**src/shared/urx_consts.vh**
```
`ifndef URX_CONSTS_VH
`define URX_CONSTS_VH
// register offsets
`define URX_ADDR_DATA      8'h24
`define URX_ADDR_STATUS    8'h35
// status bit positions
`define URX_ST_NINTH       2
`define URX_ST_OVERRUN     4
`define URX_ST_FULL        5
`define URX_ST_FRAME       6
`define URX_ST_NOISE       7
// frame formats
`define URX_FRM_8N1        2'b00
`define URX_FRM_8N2        2'b01
`define URX_FRM_8P1        2'b10
`define URX_FRM_9N1        2'b11
// oversampling
`define URX_OVS            5'd16
`define URX_VOTE_A         4'd7
`define URX_VOTE_B         4'd8
`define URX_VOTE_C         4'd9
`define URX_START_HIGHS    2'd3
`define URX_BREAK_BITS     4'd10
`define URX_STEPS_SHORT    4'd9
`define URX_STEPS_LONG     4'd10
// reset values
`define URX_RST_BYTE       8'h00
`define URX_RST_DIV        12'h000
`endif

```
**src/urx_receiver.v**
```verilog
`timescale 1ns/1ns
// Functional notes
// - sixteen samples per bit period
// - start is low after three highs
// - nrz frame, start, 8/9 data, stop
// - four frame formats supported
// - parity checked even or odd
// - ninth bit in status bit 2
// - stop moves word, sets full bit 5
// - data read returns word, clears full
// - unread buffer sets overrun bit 4, kept
// - majority of three samples per bit
// - disagreeing samples set noise bit 7
// - noisy bit does not abort frame
// - nine or ten acquisition steps
// - parity or stop failure sets bit 6
// - ten low bits raise break request
// - format field decode 00..11
// - parity control 0 odd 1 even
// - twelve bit divisor makes sample clock
// - o_irq gated by global mask bit, o_break not gated
module urx_receiver (
   // clock, reset, enable
   input  wire        i_sys_clk,
   input  wire        i_rst_n,
   input  wire        i_ce,
   // serial line
   input  wire        i_rx,
   // configuration
   input  wire [1:0]  i_frame_format_select,
   input  wire        i_parity_or_ninth_bit,
   input  wire [11:0] i_baud_divisor,
   input  wire        i_serial_irq_global_mask,
   input  wire        i_irq_full_en,
   input  wire        i_irq_overrun_en,
   input  wire        i_irq_break_en,
   // core read port
   input  wire [7:0]  i_rd_addr,
   input  wire        i_rd_en,
   output reg  [7:0]  o_rd_data,
   // requests
   output wire        o_irq,
   output reg         o_break
);
`include "urx_consts.vh"
////////////////////////////////////////////////////////////////////////
// line synchroniser
reg rx_m_q;
reg rx_s_q;
always @(posedge i_sys_clk or negedge i_rst_n) begin
   if (!i_rst_n) begin
      rx_m_q <= 1'b1;
      rx_s_q <= 1'b1;
   end else if (i_ce) begin
      rx_m_q <= i_rx;
      rx_s_q <= rx_m_q;
   end
end
////////////////////////////////////////////////////////////////////////
// sample tick
wire tick;
urx_tick_gen u_tick (
   .i_sys_clk (i_sys_clk),
   .i_rst_n   (i_rst_n),
   .i_ce      (i_ce),
   .i_div     (i_baud_divisor),
   .o_tick    (tick)
);
////////////////////////////////////////////////////////////////////////
// receive state machine
localparam [2:0] ST_IDLE = 3'b001;
localparam [2:0] ST_BIT  = 3'b010;
localparam [2:0] ST_DONE = 3'b100;

function [3:0] steps_for;
   input [1:0] frame_format_select;
   begin
      steps_for = (frame_format_select == `URX_FRM_8N1) ? `URX_STEPS_SHORT : `URX_STEPS_LONG;
   end
endfunction

reg  [2:0] state_q;
reg  [1:0] highs_q;
reg  [3:0] phase_q;
reg  [3:0] step_q;
reg  [2:0] smp_q;
reg  [9:0] shift_q;
reg        noise_q;
reg        ferr_q;
reg  [3:0] lows_q;
reg  [1:0] frm_q;
reg        par_sel_q;
wire       vbit;
wire       vnoisy;
urx_vote u_vote (
   .i_smp   (smp_q),
   .o_bit   (vbit),
   .o_noisy (vnoisy)
);
wire [3:0] nsteps   = steps_for(frm_q);
wire       bit_end  = tick && (state_q == ST_BIT) && (phase_q == 4'hf);
wire       last     = (step_q == nsteps - 4'd1);
// short frames shift nine times, so drop the stale low bit
wire [9:0] word_w   = (nsteps == `URX_STEPS_SHORT) ? {1'b0, shift_q[9:1]} : shift_q;
wire [7:0] data_w   = word_w[7:0];
wire       ninth_w  = word_w[8];
wire       par_ok   = ((^word_w[8:0]) == ~par_sel_q);
wire       stop1_ok = (frm_q == `URX_FRM_8N1) ? word_w[8] : word_w[9];
wire       stop2_ok = (frm_q == `URX_FRM_8N2) ? word_w[8] : 1'b1;
wire       frame_bad = !(stop1_ok & stop2_ok) | ((frm_q == `URX_FRM_8P1) & !par_ok);

always @(posedge i_sys_clk or negedge i_rst_n) begin
   if (!i_rst_n) begin
      state_q   <= ST_IDLE;
      highs_q   <= 2'd0;
      phase_q   <= 4'd0;
      step_q    <= 4'd0;
      smp_q     <= 3'b000;
      shift_q   <= 10'h000;
      noise_q   <= 1'b0;
      ferr_q    <= 1'b0;
      frm_q     <= 2'b00;
      par_sel_q <= 1'b0;
   end else if (i_ce && tick) begin
      case (state_q)
         ST_IDLE: begin
            if (rx_s_q) begin
               if (highs_q != `URX_START_HIGHS) begin
                  highs_q <= highs_q + 2'd1;
               end
            end else if (highs_q == `URX_START_HIGHS) begin
               state_q   <= ST_BIT;
               phase_q   <= 4'd1;
               step_q    <= 4'd0;
               noise_q   <= 1'b0;
               frm_q     <= i_frame_format_select;
               par_sel_q <= i_parity_or_ninth_bit;
               highs_q   <= 2'd0;
            end else begin
               highs_q <= 2'd0;
            end
         end
         ST_BIT: begin
            phase_q <= phase_q + 4'd1;
            if (phase_q == `URX_VOTE_A) smp_q[0] <= rx_s_q;
            if (phase_q == `URX_VOTE_B) smp_q[1] <= rx_s_q;
            if (phase_q == `URX_VOTE_C) smp_q[2] <= rx_s_q;
            if (phase_q == 4'hf) begin
               if (step_q != 4'd0) begin
                  shift_q <= {vbit, shift_q[9:1]};
               end
               if (vnoisy) noise_q <= 1'b1;
               if (step_q == nsteps) begin
                  state_q <= ST_DONE;
               end
               step_q <= step_q + 4'd1;
            end
         end
         ST_DONE: begin
            ferr_q  <= frame_bad;
            state_q <= ST_IDLE;
         end
         default: state_q <= ST_IDLE;
      endcase
   end
end
////////////////////////////////////////////////////////////////////////
// break detector
always @(posedge i_sys_clk or negedge i_rst_n) begin
   if (!i_rst_n) begin
      lows_q  <= 4'd0;
      o_break <= 1'b0;
   end else if (i_ce) begin
      o_break <= 1'b0;
      if (bit_end) begin
         if (vbit) begin
            lows_q <= 4'd0;
         end else if (lows_q == `URX_BREAK_BITS - 4'd1) begin
            lows_q  <= 4'd0;
            o_break <= 1'b1;
         end else begin
            lows_q <= lows_q + 4'd1;
         end
      end
   end
end
////////////////////////////////////////////////////////////////////////
// holding buffer and status
reg  [7:0] hold_q;
reg        hold9_q;
reg        full_q;
reg        ovr_q;
reg        noise_st_q;
reg        ferr_st_q;
reg        brk_pend_q;
wire       done     = i_ce && tick && (state_q == ST_DONE);
wire       rd_data  = i_ce && i_rd_en && (i_rd_addr == `URX_ADDR_DATA);
always @(posedge i_sys_clk or negedge i_rst_n) begin
   if (!i_rst_n) begin
      hold_q     <= `URX_RST_BYTE;
      hold9_q    <= 1'b0;
      full_q     <= 1'b0;
      ovr_q      <= 1'b0;
      noise_st_q <= 1'b0;
      ferr_st_q  <= 1'b0;
      brk_pend_q <= 1'b0;
   end else if (i_ce) begin
      if (o_break) begin
         brk_pend_q <= 1'b1;
      end else if (rd_data) begin
         brk_pend_q <= 1'b0;
      end
      if (done && full_q && !rd_data) begin
         ovr_q <= 1'b1;
      end else if (done) begin
         hold_q     <= data_w;
         hold9_q    <= (frm_q == `URX_FRM_9N1) ? ninth_w : 1'b0;
         full_q     <= 1'b1;
         noise_st_q <= noise_q;
         ferr_st_q  <= frame_bad;
         ovr_q      <= 1'b0;
      end else if (rd_data) begin
         full_q <= 1'b0;
      end
   end
end
////////////////////////////////////////////////////////////////////////
// read mux
always @(posedge i_sys_clk or negedge i_rst_n) begin
   if (!i_rst_n) begin
      o_rd_data <= `URX_RST_BYTE;
   end else if (i_ce && i_rd_en) begin
      case (i_rd_addr)
         `URX_ADDR_DATA:   o_rd_data <= hold_q;
         `URX_ADDR_STATUS: o_rd_data <= {noise_st_q, ferr_st_q, full_q, ovr_q,
                                          1'b0, hold9_q, 2'b00};
         default:          o_rd_data <= 8'h00;
      endcase
   end
end
assign o_irq = i_serial_irq_global_mask &
               ((i_irq_full_en & full_q) | (i_irq_overrun_en & ovr_q) | (i_irq_break_en & brk_pend_q));
endmodule // urx_receiver

```
**src/urx_tick_gen.v**
```verilog
`timescale 1ns/1ns
module urx_tick_gen (
   // clock and reset
   input  wire        i_sys_clk,
   input  wire        i_rst_n,
   input  wire        i_ce,
   // divisor
   input  wire [11:0] i_div,
   // sample tick
   output wire        o_tick
);
`include "urx_consts.vh"
reg [11:0] cnt_q;
wire       wrap = (cnt_q == 12'h000);
assign o_tick = wrap & i_ce & (i_div != 12'h000);
always @(posedge i_sys_clk or negedge i_rst_n) begin
   if (!i_rst_n) begin
      cnt_q <= `URX_RST_DIV;
   end else if (i_ce) begin
      if (wrap || i_div == 12'h000) begin
         cnt_q <= (i_div == 12'h000) ? 12'h000 : i_div - 12'h001;
      end else begin
         cnt_q <= cnt_q - 12'h001;
      end
   end
end
endmodule // urx_tick_gen

```
**src/urx_vote.v**
```verilog
`timescale 1ns/1ns
module urx_vote (
   // three samples
   input  wire [2:0] i_smp,
   // result
   output wire       o_bit,
   output wire       o_noisy
);
assign o_bit   = (i_smp[0] & i_smp[1]) | (i_smp[0] & i_smp[2]) | (i_smp[1] & i_smp[2]);
assign o_noisy = ~((&i_smp) | ~(|i_smp));
endmodule // urx_vote
```
**config.mk**
```make
export PLATFORM = sky130hd
export DESIGN_NAME = urx_receiver
export DESIGN_NICKNAME = d
export VERILOG_FILES = /design/src/urx_receiver.v /design/src/urx_tick_gen.v /design/src/urx_vote.v
export VERILOG_INCLUDE_DIRS = /design/src /design/src/shared
export SDC_FILE = /design/constraint.sdc
export NUM_CORES = 1
export LEC_CHECK = 0
export ABC_CLOCK_PERIOD_IN_PS = 6870
export BUFFER_PORTS_ARGS = -buffer_cell sky130_fd_sc_hd__buf_2
export CAP_MARGIN = 10
export CORE_ASPECT_RATIO = 2
export CORE_MARGIN = 2
export CORE_UTILIZATION = 57
export CTS_CLUSTER_DIAMETER = 100
export DETAILED_ROUTE_END_ITERATION = 7
export HOLD_SLACK_MARGIN = 0.05
export MAX_ROUTING_LAYER = met4
export PLACE_DENSITY = 0.88
export SETUP_SLACK_MARGIN = 0.1
export SLEW_MARGIN = 25
export SYNTH_ARGS = -nofsm -noshare
export SYNTH_HDL_FRONTEND = slang
export SYNTH_SLANG_ARGS = --single-unit
```
**constraint.sdc**
```tcl
create_clock -name i_sys_clk -period 6.87 [get_ports i_sys_clk]
set_input_delay 0.687 -clock i_sys_clk [delete_from_list [all_inputs] [get_ports i_sys_clk]]
set_output_delay 0.687 -clock i_sys_clk [all_outputs]
set_load 0.01 [all_outputs]
```
Word-level counts from Yosys, hierarchy flattened
Cells that the tools add are included.
{"block": "word_totals", "romBits": 0, "register_bits": 71, "wordCells": 151, "inputBits": 32, "latchBits": 0, "out_inout_bits": 10, "n_memories": 0, "ramBits": 0}
{"block": "classes", "magnitude_cmp": 0, "div": 0, "n_mux": 37, "bitwise": 21, "shift": 0, "mul": 0, "reduce_logical": 39, "eq_ne": 24, "addsub": 6}
{"op": "$mux W4", "n": 7}
{"op": "$logic_not A12 Y1", "n": 2}
{"op": "$mux W12", "n": 2}
{"op": "$sub A12 B1 Y12 const B", "n": 2}
{"op": "$reduce_and A3 Y1", "n": 7}
{"op": "$eq A4 B4 Y1 const B", "n": 5}
{"op": "$eq A8 B6 Y1 const B", "n": 2}
{"op": "$pmux W4 S2", "n": 2}
{"op": "$pmux W8 S2", "n": 1}
{"op": "$mux W1", "n": 15}
{"op": "$add A4 B1 Y4 const B", "n": 3}
{"op": "$mux W3", "n": 4}
{"op": "$reduce_and A4 Y1", "n": 3}
{"op": "$reduce_bool A12 Y1", "n": 1}
{"op": "$and A1 B1 Y1", "n": 11}
{"op": "$mux W10", "n": 1}
{"op": "$reduce_and A5 Y1", "n": 2}
{"op": "$reduce_xor A9 Y1", "n": 1}
{"op": "$logic_and A1 B1 Y1", "n": 8}
{"op": "$ne A2 B2 Y1 const B", "n": 4}
{"op": "$reduce_bool A2 Y1", "n": 4}
{"op": "$eq A2 B2 Y1 const B", "n": 3}
{"op": "$mux W2", "n": 3}
{"op": "$ne A2 B1 Y1 const B", "n": 3}
{"op": "19 further kinds", "n": 31}

Longest topological paths before layout
{"block": "depth", "ltp_word": 9, "depth_mapped": 9, "mapped_depth_nobuf": 7}

Hierarchy
Synthesis repeated with hierarchy kept, for this count alone.
{"block": "unflattened", "hier_cells": 387, "area_unflattened_um2": 4025.1}
{"mod": "urx_receiver", "seq_area_each_um2": 1480.2, "n_inst": 1, "cells_per_inst": 256, "area_per_inst_um2": 2924.1}
{"mod": "urx_tick_gen", "seq_area_each_um2": 300.3, "n_inst": 1, "cells_per_inst": 127, "area_per_inst_um2": 1074.8}
{"mod": "urx_vote", "seq_area_each_um2": 0.0, "n_inst": 1, "cells_per_inst": 4, "area_per_inst_um2": 26.3}

Worst setup path before layout
OpenSTA, ideal clock, no wires.
{"block": "synth_path", "path_type": "input port to flip-flop", "startpoint": "input port i_baud_divisor[0]", "endpoint": "register frm_q[0]", "t_required_ps": 6745, "setup_ps": 125, "t_arrival_ps": 2551, "stages": 8, "slack_ps": 4195, "n_path_buf": 2, "cell_sequence": "inv_1 > ha_1 > or3b_2 > clkbuf_1 > o41a_1 > buf_2 > nand4_1 > mux2_2"}
{"block": "synth_via", "elab_chain_len": 4}
{"element": "from (decl)", "line_no": "urx_receiver.v:32", "source": "input wire [11:0] i_baud_divisor,"}
{"element": "$reduce_bool A12 Y1", "line_no": "urx_tick_gen.v:15", "source": "assign o_tick = wrap & i_ce & (i_div != 12'h000);"}
{"element": "$and A1 B1 Y1", "line_no": "urx_tick_gen.v:15"}
{"element": "$logic_and A1 B1 Y1", "line_no": "urx_receiver.v:124", "source": "end else if (i_ce && tick) begin"}
{"element": "$reduce_and A4 Y1 (no line)"}
{"element": "to (signal assigned)", "line_no": "urx_receiver.v:136", "source": "frm_q <= i_frame_format_select;"}
{"element": "to (decl)", "line_no": "urx_receiver.v:91", "source": "reg [1:0] frm_q;"}
Every way passes these cells.
A chain may end at the register's enable or synchronous reset.

Worst setup path after layout
{"block": "layout_path", "startpoint": "register u_tick.cnt_q[0]", "endpoint": "register shift_q[7]"}
{"block": "layout_via", "elab_chain_len": 5}
{"element": "from (decl)", "line_no": "urx_tick_gen.v:13", "source": "reg [11:0] cnt_q;"}
{"element": "from (signal assigned)", "line_no": "urx_tick_gen.v:18", "source": "cnt_q <= `URX_RST_DIV;"}
{"element": "from (signal assigned)", "line_no": "urx_tick_gen.v:21", "source": "cnt_q <= (i_div == 12'h000) ? 12'h000 : i_div - 12'h001;"}
{"element": "from (signal assigned)", "line_no": "urx_tick_gen.v:23", "source": "cnt_q <= cnt_q - 12'h001;"}
{"element": "$logic_not A12 Y1", "line_no": "urx_tick_gen.v:14", "source": "wire wrap = (cnt_q == 12'h000);"}
{"element": "$and A1 B1 Y1 (2 in series)", "line_no": "urx_tick_gen.v:15"}
{"element": "$logic_and A1 B1 Y1", "line_no": "urx_receiver.v:124"}
{"element": "$reduce_and A4 Y1 (no line)"}
{"element": "to (signal assigned)", "line_no": "urx_receiver.v:150", "source": "shift_q <= {vbit, shift_q[9:1]};"}
{"element": "to (decl)", "line_no": "urx_receiver.v:87", "source": "reg [9:0] shift_q;"}
Every way passes these cells.

==> impl_metrics.toml <==
[timing]
period_share_pct = 43.4
max_slew.worst_pin.slew_ps = 869
slew_viol_final = 0
maxClockFrequency_ghz = 0.336
tns_ps = 0
period_needed_ps = 2980
fin_worst_skew_ps = 6.25
max_slew_margin_pct = 41.6
hold_viol_final = 0
rsz0062_at_grt = "no"
setup_violations = 0

[logic_synthesis]
yosys_warnings = 0
syn_inst = 395
ys_types = 56
netlist.area_leader.share_pct = 43.5
synth_edf_count = 0
syn_area_sq_um = 3910
synthFlopType = "dfrtp_1"
syn_area_per_cell_sq_um = 9.89
ys_ff_latch = 71
synth_fp_nets = 438
synth_area_leader_cell = "dfrtp_1"
yosysSeqAreaShare_pct = 45.6
yosys-top-cells-area = "dfrtp_1 44%, o21ai_0 5.5%, mux2_2 5.5%, nand2_1 3.7%, ha_1 3.5%"
synthArstFlopShare_pct = 100

[die]
die_area_sq_um = 7570
core_sq_um = 6620
row_count = 42
start_util_pct = 59.0
die_y_um = 121
ios = 42
die_w_um = 62.5

[grt]
grt_usage_pct = 26.0
grt_max_degree = 72
grt_first_pass_wirelength_mm = 15.0
antenna_found_initial = 0
grt_pass1_vias = 3366
overflow = 0

[drt]
wl_per_cell_um = 16.7
vias = 3292
dr.pass1.iters = 5
vias_per_cell = 6.21
ant_nets = 0
wirelength_mm = 8.85
drtIter0Drc = 235
drc = 0

[worst_setup_path]
start_kind = "flip-flop"
cp.arrival_ps = 3190
endpoint_kind = "flip-flop"
cp_max_fo = 12
reg2reg_slack_ps = 3890
critPathKind = "reg2reg"
reg2reg_depth = 7
worstPathRequired_ps = 7090

[final_layout]
regArea_sq_um = 1780
nets = 480
fillCellCount = 506
design_area_sq_um = 4470
layout-drive-gt1-share_pct = 21.0
antennaDiodeCount = 0
syn2layout_area_growth_pct = 14.3
multi_input_area_sq_um = 1970
final_cell_count_no_fill = 530

[clocking]
cts.path.max_buffers = 2
cts_resized = 0
numCtsBuffers = 9
tritoncts = "built"
clockRootBuffer = "clkbuf_16"
htree_levels = 3
post-cts-setup-buffers = 0
cts_hold_buffers = 0
cts.sinks = 71
clk_latency_ps = 330
clk_pin_slew_ps = 60

[placed_design]
numPortBuffers = 41
gp_congestion = 0.892
place_area_sq_um = 4190
dpl.hpwl_mm = 6.37
placed_cells = 514

[pwr]
ir_drop_mv = 0.172
power.leakage_nw = 2.09
p_per_area_nw_per_um2 = 248

[hold_path]
min_path_type = "reg2reg"
hold_depth = 2

[flow_run]
cap_viol_max_count = 0

[run_status]
status = "finished clean"
## worst max-delay path: stages, from the launching register on
cell and delay, ps:
dfrtp_1 420, inv_1 120, ha_1 170, or3b_2 490
nor4_4 620, nand4_4 280, a21oi_4 370, mux2_2 380
## power breakdown
group          total [mW]  switching (mW)  internal [mW]
sequential          0.509          0.0488          0.460
combinational       0.180           0.102         0.0780
clock               0.419           0.173          0.246
## Yosys cell counts, types with 4 or more instances
cell type	count
dfrtp_1	68
o21ai_0	43
nand2_1	39
inv_1	25
mux2_2	19
nor2_1	18
nand3_1	12
a21oi_1	11
ha_1	11
nor3_1	11
a22o_1	9
mux2i_1	9
xnor2_1	9
o31ai_1	8
clkbuf_1	7
or4_1	7
a222oi_1	6
buf_2	6
nand2b_1	6
xor2_1	6
nor4_1	5
o22ai_1	5
or3_1	5
nand4_1	4
nor2b_1	4
## cells in the final DEF (no fill, tap or decap), drive strengths merged, types with 12 or more instances in the layout
cell	Yosys	routed
nor2	18	18
dfrtp	68	68
mux2	20	20
o21ai	44	44
nand2	39	39
nand3	13	13
inv	25	26
buf	7	45
a21oi	12	12
## registers in the layout, indices dropped and copies added (netlist names), 2 cells and up
name / cells
frm_q: 2
highs_q: 2
hold_q: 8
lows_q: 4
o_rd_data: 8
phase_q: 4
shift_q: 10
smp_q: 3
state_q: 3
step_q: 4
u_tick.cnt_q: 12
## area by class of cell
class | count | share of cell area (%)
repair buffers | 45 | 5.27
inverters | 25 | 2.10
clock inverters | 6 | 1.01
well taps | 88 | 2.46
flip-flops and latches | 71 | 39.9
clock buffers | 10 | 5.13
multi-input cells | 285 | 44.2
## final timing paths
path                            startpoint         end
min                                hold9_q     hold9_q
max                        u_tick.cnt_q[0]  shift_q[7]
max reg2reg                u_tick.cnt_q[0]  shift_q[7]
min in group asynchronous          i_rst_n    smp_q[0]
max in group asynchronous          i_rst_n  shift_q[2]
min reg2reg                        hold9_q     hold9_q
## per-stage QoR
step                      power (mW)  hold WS, ps  utilization [%]  setup WS, ps
after CTS                       1.11          484             67.5          3910
after detailed placement       0.686          471             63.3          3820
final                           1.11          481             67.5          3890
after floorplan                0.623          391                -          4190
after global routing            1.16          505             67.5          3750
after global placement         0.677          464             63.3          3860
## cells by family (layout without fill, tap and decap cells)
family                   after synthesis  after routing  synth area share, %
XOR/XNOR                              16             16                 3.94
flip-flops                            71             71                 45.6
buffers and inverters                 39             86                 3.94
adder cells (fa/ha/maj)               12             12                 3.78
AO/OA/AOI/OAI                         97             97                 16.2
multiplexers                          29             29                 8.07
AND/OR/NAND/NOR                      131            131                 18.5
## per-layer routing
metal	GRT usage [%]	wire, um	share of wire [%]	vias to the layer above
met5	-	0	0	-
met4	16.9	359	4.1	0
met3	5.01	401	4.5	46
met2	44.4	4730	53	146
met1	27.1	3360	38	1573
li1	-	-	-	1527
Power figures use the tool's default switching activity.
